File: config.mk
export PLATFORM = sky130hd
export DESIGN_NAME = dfh_diag
export DESIGN_NICKNAME = d
export VERILOG_FILES = /design/src/dfh_diag.v /design/src/dfh_test_seq.v /design/src/dfh_flash_count.v
export VERILOG_INCLUDE_DIRS = /design/src /design/src/inc
export SDC_FILE = /design/constraint.sdc
export NUM_CORES = 1
export LEC_CHECK = 0
export CORE_AREA = 2 2 114 116
export CTS_CLUSTER_DIAMETER = 100
export DETAILED_ROUTE_END_ITERATION = 8
export DIE_AREA = 0 0 116 118
export DONT_BUFFER_PORTS = 1
export GPL_ROUTABILITY_DRIVEN = 0
export SLEW_MARGIN = 5
export SYNTH_ARGS = -nofsm -noshare
export SYNTH_HDL_FRONTEND = slang
export SYNTH_SLANG_ARGS = --single-unit
File: constraint.sdc
create_clock -name clk_sys -period 2.15 [get_ports clk_sys]
set_input_delay 0.3225 -clock clk_sys [delete_from_list [all_inputs] [get_ports clk_sys]]
set_output_delay 0.3225 -clock clk_sys [all_outputs]
set_load 0.01 [all_outputs]
File: src/inc/dfh_defs.vh
// Purpose: Offsets, bit positions and reset values of the diagnostic flag block
// Assumes: 16-bit registers, byte offsets as printed
// Notes:   Definitions only
`ifndef DFH_DEFS_VH
`define DFH_DEFS_VH

// ----------------------------------------------------------------
// Register offsets
// ----------------------------------------------------------------
`define DFH_OFS_FLASH_CNT     8'h04
`define DFH_OFS_GW_STAT       8'h2c
`define DFH_OFS_NODE_STAT     8'h34
`define DFH_OFS_NODE_CMD      8'h36
`define DFH_STAT_RESET        16'h0000

// ----------------------------------------------------------------
// Status bit positions
// ----------------------------------------------------------------
`define DFH_B_LOW_SUPPLY      0
`define DFH_B_HIGH_SUPPLY     1
`define DFH_B_FLASH_UPD       2
`define DFH_B_SPI_FRAME       3
`define DFH_B_REC_INTR        4
`define DFH_B_SELF_TEST       5
`define DFH_B_FLASH_TEST      6
`define DFH_B_CMD_DONE        7
`define DFH_B_NEW_DATA_LO     8
`define DFH_B_SYS_ALARM       14
`define DFH_B_ALM1_X          8
`define DFH_B_ALM1_Y          9
`define DFH_B_ALM2_X          11
`define DFH_B_ALM2_Y          12
`define DFH_NODE_LOW_MASK     16'h0077
`define DFH_NODE_ALARM_MASK   16'h5b00
`define DFH_GW_USED_MASK      16'h7fcf

// ----------------------------------------------------------------
// Command bits and alarm control
// ----------------------------------------------------------------
`define DFH_CMD_SELF_TEST     2
`define DFH_CMD_CLEAR_STAT    4
`define DFH_CMD_FLASH_TEST    5
`define DFH_ALM_LATCH_BIT     7
`define DFH_SPI_FRAME_BITS    4'hf

`endif

File: src/dfh_diag.v
// Purpose: Gateway and node diagnostic status registers with test commands
// Assumes: Conditions are synchronous live levels; events are one-cycle pulses
// Notes:   Command word arrives as a value with a write strobe; counters have no reset
`timescale 1ns/1ps
`include "dfh_defs.vh"
module dfh_diag #(
  parameter NODES = 6,
  parameter CW    = 16
) (
  input  wire             clk_sys,
  input  wire             reset_n,
  input  wire [7:0]       gw_rd_addr,
  output reg  [15:0]      gw_rd_data,
  input  wire [7:0]       node_rd_addr,
  output reg  [15:0]      node_rd_data,
  input  wire             node_cmd_wr,
  input  wire [15:0]      node_cmd_data,
  output wire [15:0]      node_global_command,
  input  wire [7:0]       alarm_control,
  input  wire             gw_sys_alarm,
  input  wire [NODES-1:0] gw_new_data,
  input  wire             gw_new_data_ack,
  input  wire             gw_cmd_done,
  input  wire             gw_stat_clear,
  input  wire             spi_frame_end,
  input  wire [3:0]       spi_edge_count,
  input  wire             gw_flash_upd_fail,
  input  wire             gw_flash_test_start,
  input  wire             gw_flash_write_done,
  input  wire             supply_high,
  input  wire             supply_low,
  input  wire             node_sys_error,
  input  wire [3:0]       node_alarm,
  input  wire             node_rec_intr,
  input  wire             node_flash_upd_fail,
  input  wire             node_flash_write_done,
  output wire             self_test_start,
  input  wire             self_test_done,
  input  wire             self_test_fail,
  output wire             node_cksum_start,
  input  wire             node_cksum_done,
  input  wire             node_cksum_fail,
  output wire             gw_cksum_start,
  input  wire             gw_cksum_done,
  input  wire             gw_cksum_fail
);
  // ----------------------------------------------------------------
  // Reset release
  // ----------------------------------------------------------------
  reg [1:0] rst_sync;
  wire      rst_n;
  // Only the second stage feeds the design
  always @(posedge clk_sys or negedge reset_n) begin
    if (!reset_n) begin
      rst_sync <= 2'b00;
    end else begin
      rst_sync <= {rst_sync[0], 1'b1};
    end
  end
  assign rst_n = rst_sync[1];

  // ----------------------------------------------------------------
  // Flag update: set wins over clear
  // ----------------------------------------------------------------
  function [15:0] flag_next;
    input [15:0] cur;
    input [15:0] set;
    input [15:0] clr;
    begin
      flag_next = (cur & ~clr) | set;
    end
  endfunction

  // ----------------------------------------------------------------
  // Commands and test sequencers
  // ----------------------------------------------------------------
  wire st_busy, st_done, st_fail;
  wire nf_busy, nf_done, nf_fail;
  wire gf_done, gf_fail;
  wire cmd_st     = node_cmd_wr & node_cmd_data[`DFH_CMD_SELF_TEST];
  wire cmd_ft     = node_cmd_wr & node_cmd_data[`DFH_CMD_FLASH_TEST];
  wire cmd_clear  = node_cmd_wr & node_cmd_data[`DFH_CMD_CLEAR_STAT];
  reg  clear_busy;

  dfh_test_seq u_self_test (
    .clk_sys   (clk_sys),
    .rst_n     (rst_n),
    .start     (cmd_st),
    .eng_done  (self_test_done),
    .eng_fail  (self_test_fail),
    .eng_start (self_test_start),
    .busy      (st_busy),
    .done      (st_done),
    .fail      (st_fail)
  );

  dfh_test_seq u_node_cksum (
    .clk_sys   (clk_sys),
    .rst_n     (rst_n),
    .start     (cmd_ft),
    .eng_done  (node_cksum_done),
    .eng_fail  (node_cksum_fail),
    .eng_start (node_cksum_start),
    .busy      (nf_busy),
    .done      (nf_done),
    .fail      (nf_fail)
  );

  dfh_test_seq u_gw_cksum (
    .clk_sys   (clk_sys),
    .rst_n     (rst_n),
    .start     (gw_flash_test_start),
    .eng_done  (gw_cksum_done),
    .eng_fail  (gw_cksum_fail),
    .eng_start (gw_cksum_start),
    .busy      (),
    .done      (gf_done),
    .fail      (gf_fail)
  );

  // Clear-status is finished one cycle after it is taken
  always @(posedge clk_sys or negedge rst_n) begin
    if (!rst_n) begin
      clear_busy <= 1'b0;
    end else begin
      clear_busy <= cmd_clear;
    end
  end

  // ----------------------------------------------------------------
  // Command readback, each bit drops when its function ends
  // ----------------------------------------------------------------
  reg  [15:0] cmd_view;

  always @* begin
    cmd_view                      = 16'h0000;
    cmd_view[`DFH_CMD_SELF_TEST]  = st_busy;
    cmd_view[`DFH_CMD_CLEAR_STAT] = clear_busy;
    cmd_view[`DFH_CMD_FLASH_TEST] = nf_busy;
  end

  assign node_global_command = cmd_view;

  // ----------------------------------------------------------------
  // Node status register
  // ----------------------------------------------------------------
  reg  [15:0] node_latched;
  reg  [15:0] next_node_latched;
  reg  [15:0] node_live;
  reg  [15:0] node_set;
  reg  [15:0] node_clr;
  reg  [15:0] node_stat;
  wire        alm_latch = alarm_control[`DFH_ALM_LATCH_BIT];

  always @* begin
    node_live = 16'h0000;
    node_live[`DFH_B_LOW_SUPPLY]  = supply_low;
    node_live[`DFH_B_HIGH_SUPPLY] = supply_high;
    node_live[`DFH_B_FLASH_UPD]   = node_flash_upd_fail;
    node_live[`DFH_B_REC_INTR]    = node_rec_intr;
    node_live[`DFH_B_SYS_ALARM]   = node_sys_error;
    node_live[`DFH_B_ALM1_X]      = node_alarm[0];
    node_live[`DFH_B_ALM1_Y]      = node_alarm[1];
    node_live[`DFH_B_ALM2_X]      = node_alarm[2];
    node_live[`DFH_B_ALM2_Y]      = node_alarm[3];
    node_set = node_live;
    node_set[`DFH_B_SELF_TEST]  = st_done & st_fail;
    node_set[`DFH_B_FLASH_TEST] = nf_done & nf_fail;
    node_clr = 16'h0000;
    // Low flags drop when the condition goes or on clear-status
    node_clr = (~node_live | {16{cmd_clear}}) & `DFH_NODE_LOW_MASK;
    // Test results are replaced when a test passes
    node_clr[`DFH_B_SELF_TEST]  = cmd_clear | (st_done & ~st_fail);
    node_clr[`DFH_B_FLASH_TEST] = cmd_clear | (nf_done & ~nf_fail);
    // Alarm byte latches only under alarm control
    if (alm_latch) begin
      node_clr = node_clr | ({16{cmd_clear}} & `DFH_NODE_ALARM_MASK);
    end else begin
      node_clr = node_clr | `DFH_NODE_ALARM_MASK;
    end
    next_node_latched = flag_next(node_latched, node_set, node_clr);
  end

  // ----------------------------------------------------------------
  // Node flag storage
  // ----------------------------------------------------------------
  always @(posedge clk_sys or negedge rst_n) begin
    if (!rst_n) begin
      node_latched <= `DFH_STAT_RESET;
    end else begin
      node_latched <= next_node_latched;
    end
  end

  // ----------------------------------------------------------------
  // Node read view
  // ----------------------------------------------------------------
  // Alarm byte shows the live condition unless latching is on
  always @* begin
    node_stat = node_latched;
    if (!alm_latch) begin
      node_stat = (node_latched & ~`DFH_NODE_ALARM_MASK) |
                  (node_live & `DFH_NODE_ALARM_MASK);
    end
  end

  // ----------------------------------------------------------------
  // Gateway status register
  // ----------------------------------------------------------------
  reg  [15:0] gw_stat;
  reg  [15:0] next_gw_stat;
  reg  [15:0] gw_set;
  reg  [15:0] gw_clr;
  wire        spi_bad = spi_frame_end & (spi_edge_count != `DFH_SPI_FRAME_BITS);

  always @* begin
    gw_set = 16'h0000;
    gw_set[`DFH_B_LOW_SUPPLY]  = supply_low;
    gw_set[`DFH_B_HIGH_SUPPLY] = supply_high;
    gw_set[`DFH_B_FLASH_UPD]   = gw_flash_upd_fail;
    gw_set[`DFH_B_SPI_FRAME]   = spi_bad;
    gw_set[`DFH_B_FLASH_TEST]  = gf_done & gf_fail;
    gw_set[`DFH_B_CMD_DONE]    = gw_cmd_done | gf_done;
    gw_set[`DFH_B_SYS_ALARM]   = gw_sys_alarm;
    gw_set[`DFH_B_NEW_DATA_LO +: NODES] = gw_new_data;
    // Gateway flags stay set until the host clears them or, for the flash-test flag, a gateway test passes
    gw_clr = {16{gw_stat_clear}};
    // New-data bits also drop on acknowledge
    gw_clr[`DFH_B_NEW_DATA_LO +: NODES] = {NODES{gw_stat_clear | gw_new_data_ack}};
    gw_clr[`DFH_B_FLASH_TEST] = gw_stat_clear | (gf_done & ~gf_fail);
    next_gw_stat = flag_next(gw_stat, gw_set, gw_clr) & `DFH_GW_USED_MASK;
  end

  // ----------------------------------------------------------------
  // Gateway flag storage
  // ----------------------------------------------------------------
  always @(posedge clk_sys or negedge rst_n) begin
    if (!rst_n) begin
      gw_stat <= `DFH_STAT_RESET;
    end else begin
      gw_stat <= next_gw_stat;
    end
  end

  // ----------------------------------------------------------------
  // Flash write counters
  // ----------------------------------------------------------------
  wire [CW-1:0] gw_fcount;
  wire [CW-1:0] node_fcount;

  dfh_flash_count #(.WIDTH(CW)) u_gw_fcount (
    .clk_sys    (clk_sys),
    .write_done (gw_flash_write_done),
    .count      (gw_fcount)
  );

  dfh_flash_count #(.WIDTH(CW)) u_node_fcount (
    .clk_sys    (clk_sys),
    .write_done (node_flash_write_done),
    .count      (node_fcount)
  );

  // ----------------------------------------------------------------
  // Read ports, registered
  // ----------------------------------------------------------------
  always @(posedge clk_sys or negedge rst_n) begin
    if (!rst_n) begin
      gw_rd_data   <= 16'h0000;
      node_rd_data <= 16'h0000;
    end else begin
      // Unmapped addresses read as zero
      case (gw_rd_addr)
        `DFH_OFS_FLASH_CNT: gw_rd_data <= gw_fcount[15:0];
        `DFH_OFS_GW_STAT:   gw_rd_data <= gw_stat;
        default:            gw_rd_data <= 16'h0000;
      endcase
      case (node_rd_addr)
        `DFH_OFS_FLASH_CNT: node_rd_data <= node_fcount[15:0];
        `DFH_OFS_NODE_STAT: node_rd_data <= node_stat;
        default:            node_rd_data <= 16'h0000;
      endcase
    end
  end

endmodule

File: src/dfh_test_seq.v
// Purpose: Runs one diagnostic test, holds busy until the engine reports done
// Assumes: Engine done is a one-cycle pulse with its result
// Notes:   Busy doubles as the self-clearing command bit
`timescale 1ns/1ps
module dfh_test_seq (
  input  wire clk_sys,
  input  wire rst_n,
  input  wire start,
  input  wire eng_done,
  input  wire eng_fail,
  output wire eng_start,
  output reg  busy,
  output reg  done,
  output reg  fail
);
  localparam ST_IDLE = 2'b01;
  localparam ST_RUN  = 2'b10;
  reg [1:0] state;

  assign eng_start = (state == ST_IDLE) & start;

  always @(posedge clk_sys or negedge rst_n) begin
    if (!rst_n) begin
      state <= ST_IDLE;
      busy  <= 1'b0;
      done  <= 1'b0;
      fail  <= 1'b0;
    end else begin
      done <= 1'b0;
      case (state)
        ST_IDLE: begin
          if (start) begin
            state <= ST_RUN;
            busy  <= 1'b1;
          end
        end
        ST_RUN: begin
          if (eng_done) begin
            state <= ST_IDLE;
            busy  <= 1'b0;
            done  <= 1'b1;
            fail  <= eng_fail;
          end
        end
        default: begin
          state <= ST_IDLE;
          busy  <= 1'b0;
        end
      endcase
    end
  end
endmodule

File: src/dfh_flash_count.v
// Purpose: Flash write cycle counter
// Assumes: Write-done is a one-cycle pulse
// Notes:   No reset, value survives reset
`timescale 1ns/1ps
module dfh_flash_count #(
  parameter WIDTH = 16
) (
  input  wire             clk_sys,
  input  wire             write_done,
  output reg  [WIDTH-1:0] count
);
  initial count = {WIDTH{1'b0}};

  always @(posedge clk_sys) begin
    if (write_done) begin
      count <= count + {{(WIDTH-1){1'b0}}, 1'b1};
    end
  end
endmodule

==> flow_metrics.tcl <==
set metrics [dict create \
    status "finished clean" \
    slowest_delay_ns 0.49 \
    p_seq_share_pct 57.2 \
    die_w_um 116 \
    clock_power_share_pct 36.5 \
    met3_usage_pct 6.75 \
    avgSynthCellArea_sq_um 12.5 \
    synthArstFlopShare_pct 68.9 \
    cp-startpoint "u_gw_fcount.count[0]" \
    dp_slack_ns 0.539 \
    synthTopCellsByArea "dfrtp_1 (40%), edfxtp_1 (23%), a22oi_1 (4.2%)" \
    num_rows 41 \
    top_usage_layer "met2" \
    wire_per_inst_um 15.3 \
    fin_ws_ns 0.583 \
    post_cts_resized 0 \
    synth_top_cell_by_area "dfrtp_1" \
    dpl_cell_area_sq_um 4370 \
    cts_tree "yes" \
    first_pass_iters 4 \
    area_growth_pct 10.2 \
    power_frac_comb_pct 6.3 \
    crit_type "flip-flop to flip-flop" \
    fin_skew_ns 0.00651 \
    cts-root-buf "clkbuf_16" \
    p_total_mw 3.97 \
    netSwitchingPower_mw 0.911 \
    finalNetCount 421 \
    postLayoutCellArea_sq_um 4680 \
    wl_um 7940 \
    ys_seq_area_share_pct 64.6 \
    cp.required_ns 2.25 \
    hold_start "gw_new_data[2]" \
    clock_path_buffers 2 \
    drtIter0Drc 110 \
    clk-insertion-delay-late_ns 0.34 \
    timing.hold.ws_ns 0.0638 \
    p_sw_share_pct 22.9 \
    io_pins 128 \
    vias_per_cell 4.77 \
    use_met1_pct 14.5 \
    clk_pin_slew_ns 0.07 \
    synth_cell_types 35 \
    antenna_left 0 \
    r2r-start "u_gw_fcount.count[0]" \
    grt_max_degree 70 \
    grt_pass1_vias 2432 \
    post-route-min-period_ns 1.57 \
    cts_sinks 103 \
    grt_use_total_pct 12.0 \
    grt_antenna_before_repair 0 \
    rsz0062_at_grt "no" \
    slew_violations 0 \
    worst_slew_margin_rel_pct 52.0 \
    post-dp-hpwl_um 5670 \
    vdd_drop_max_v 0.000605 \
    powerDensity_nw_per_um2 849 \
    cp-end-kind "flip-flop" \
    hold_violations 0 \
    cts_made_buffers 9 \
    htree_levels 3 \
    fin_crit_sh_pct 72.9 \
    tns_ns 0 \
    cts_setup_buffers 0 \
    synthFlopType "dfrtp_1" \
    synth_edf_count 32 \
    fmax_mhz 638 \
    start_util_pct 34.2 \
    internal_power_mw 3.06 \
    antennaDiodeCount 0 \
    tightest_slew_ns 0.717 \
    overflow 0 \
    timing.max_cap.violations 0 \
    via_count 2476 \
    grt_pass1_wl_um 12600 \
    core_sq_um 12400 \
    crit_fanout 6 \
    yosys_warnings 0 \
    route.detailed.drc 0 \
    p_leak_nw 1.98 \
    portBuffers 0 \
    fill_cells 1244 \
    crit_arrival_ns 1.66 \
    drive_gt1_share_pct 9.22 \
    startpoint_type "flip-flop" \
    cp_cell_sequence "ha_1, and3_2, nand4_1, xnor2_1" \
    yosys_register_bits 103 \
    dieArea_sq_um 13700 \
    synthesis.area_sq_um 4240 \
    hp-class "primary input to flip-flop" \
    yosysTopAreaCellShare_pct 40.1 \
    ctsHoldBuffers 5 \
    die_y_um 118 \
    use_met2_pct 18.5 \
    timing.critical_path.slowest_stage_cell "edfxtp_1" \
    setup_viol 0 \
    netlist_instances 339 \
]
metal layers:
metal	routed length, um	share of wire, %
met1	3270	41
met2	3790	48
met3	799	10
met4	79	1.0
met5	0	0
cell families after synthesis:
family	Yosys count	share of synthesized area, %
compound gates	47	8.08
xor+xnor	28	5.78
fa+ha+maj	2	0.590
buf+inv	39	4.89
flops	103	64.6
mux	8	2.12
other cells	2	0.177
simple gates	110	13.8
cell usage after synthesis, drive strengths merged (8+ instances only):
cell type   n
dfrtp      68
nor2       43
edfxtp     32
a22oi      24
buf        17
nand2      17
a21o       16
xnor2      14
xor2       14
inv        12
nand3      12
clkbuf     10
and2        8
mux2        8
nand4       8
critical path: cells and delay by family, from the launching register on:
| kind | cells | cell delay (ns) |
|---|---|---|
| DFF | 1 | 0.49 |
| and+or+nand+nor | 2 | 0.38 |
| adders and majority gates | 1 | 0.28 |
| xor gates and xnor gates | 1 | 0.16 |
worst paths after layout:
| kind | endpoint | slack (ns) | depth (start not counted) |
|---|---|---|---|
| setup / recovery | u_gw_fcount.count[10] | 0.58 | 4 |
| hold / removal | gw_stat[10] | 0.06 | 1 |
| setup reg to reg | u_gw_fcount.count[10] | 0.58 | 4 |
| hold reg to reg | u_self_test.state[1] | 0.27 | 1 |
| max in group asynchronous | u_gw_cksum.state[0] | 1.52 | 1 |
| min in group asynchronous | rst_sync[0] | 0.21 | 1 |
layout by cell type (no fill, tap or decap), types with 2 or more instances in the layout:
cell type      count
o21ai_0            5
mux2_2             8
nand2b_1           2
nand3_1           12
clkbuf_1           2
xnor2_1           14
inv_1             12
clkinv_1           3
and2_1             8
dlygate4sd3_1      5
nand4b_1           2
a21o_1            16
dfstp_2            3
and3_2             2
dfrtp_1           67
ha_1               2
edfxtp_1          32
clkbuf_16          9
a22oi_1           24
nor2_1            43
and3_1             4
nand4_1            7
xor2_1            14
nand2_1           17
and4_1             5
conb_1            14
state kept, by name, summed over array words and instances, names as in the netlist, 2 cells and up:
name,cells
u_self_test.state,2
u_gw_cksum.state,2
u_node_fcount.count,16
node_rd_data,16
rst_sync,2
gw_stat,13
gw_rd_data,16
node_latched,11
u_gw_fcount.count,16
power groups by stage:
| stage | Combinational (mW) | Clock (mW) | Sequential [mW] |
|---|---|---|---|
| floorplan | 0.215 | 0 | 2.29 |
| global placement | 0.236 | 0 | 2.31 |
| detailed placement | 0.245 | 0 | 2.31 |
| CTS | 0.255 | 1.51 | 2.27 |
| global route | 0.283 | 1.61 | 2.29 |
| finish | 0.249 | 1.45 | 2.27 |
final cells by class:
cell class	count	area (sq um)	area share (%)
Sequential cell	103	2740	58.6
Multi-Input combinational cell	209	1340	28.6
Clock inverter	5	25.0	0.535
Tap cell	172	215	4.60
Timing Repair Buffer	7	77.6	1.66
Clock buffer	11	233	4.97
Inverter	12	45.0	0.963
through the flow:
step                std cells  util (%)
CTS                       519      37.7
global route              519      37.7
finish                    519      37.7
detailed placement        498      35.2
global placement          498      35.2
floorplan                 351         -
Note: power is estimated with default switching activity, not from simulation.
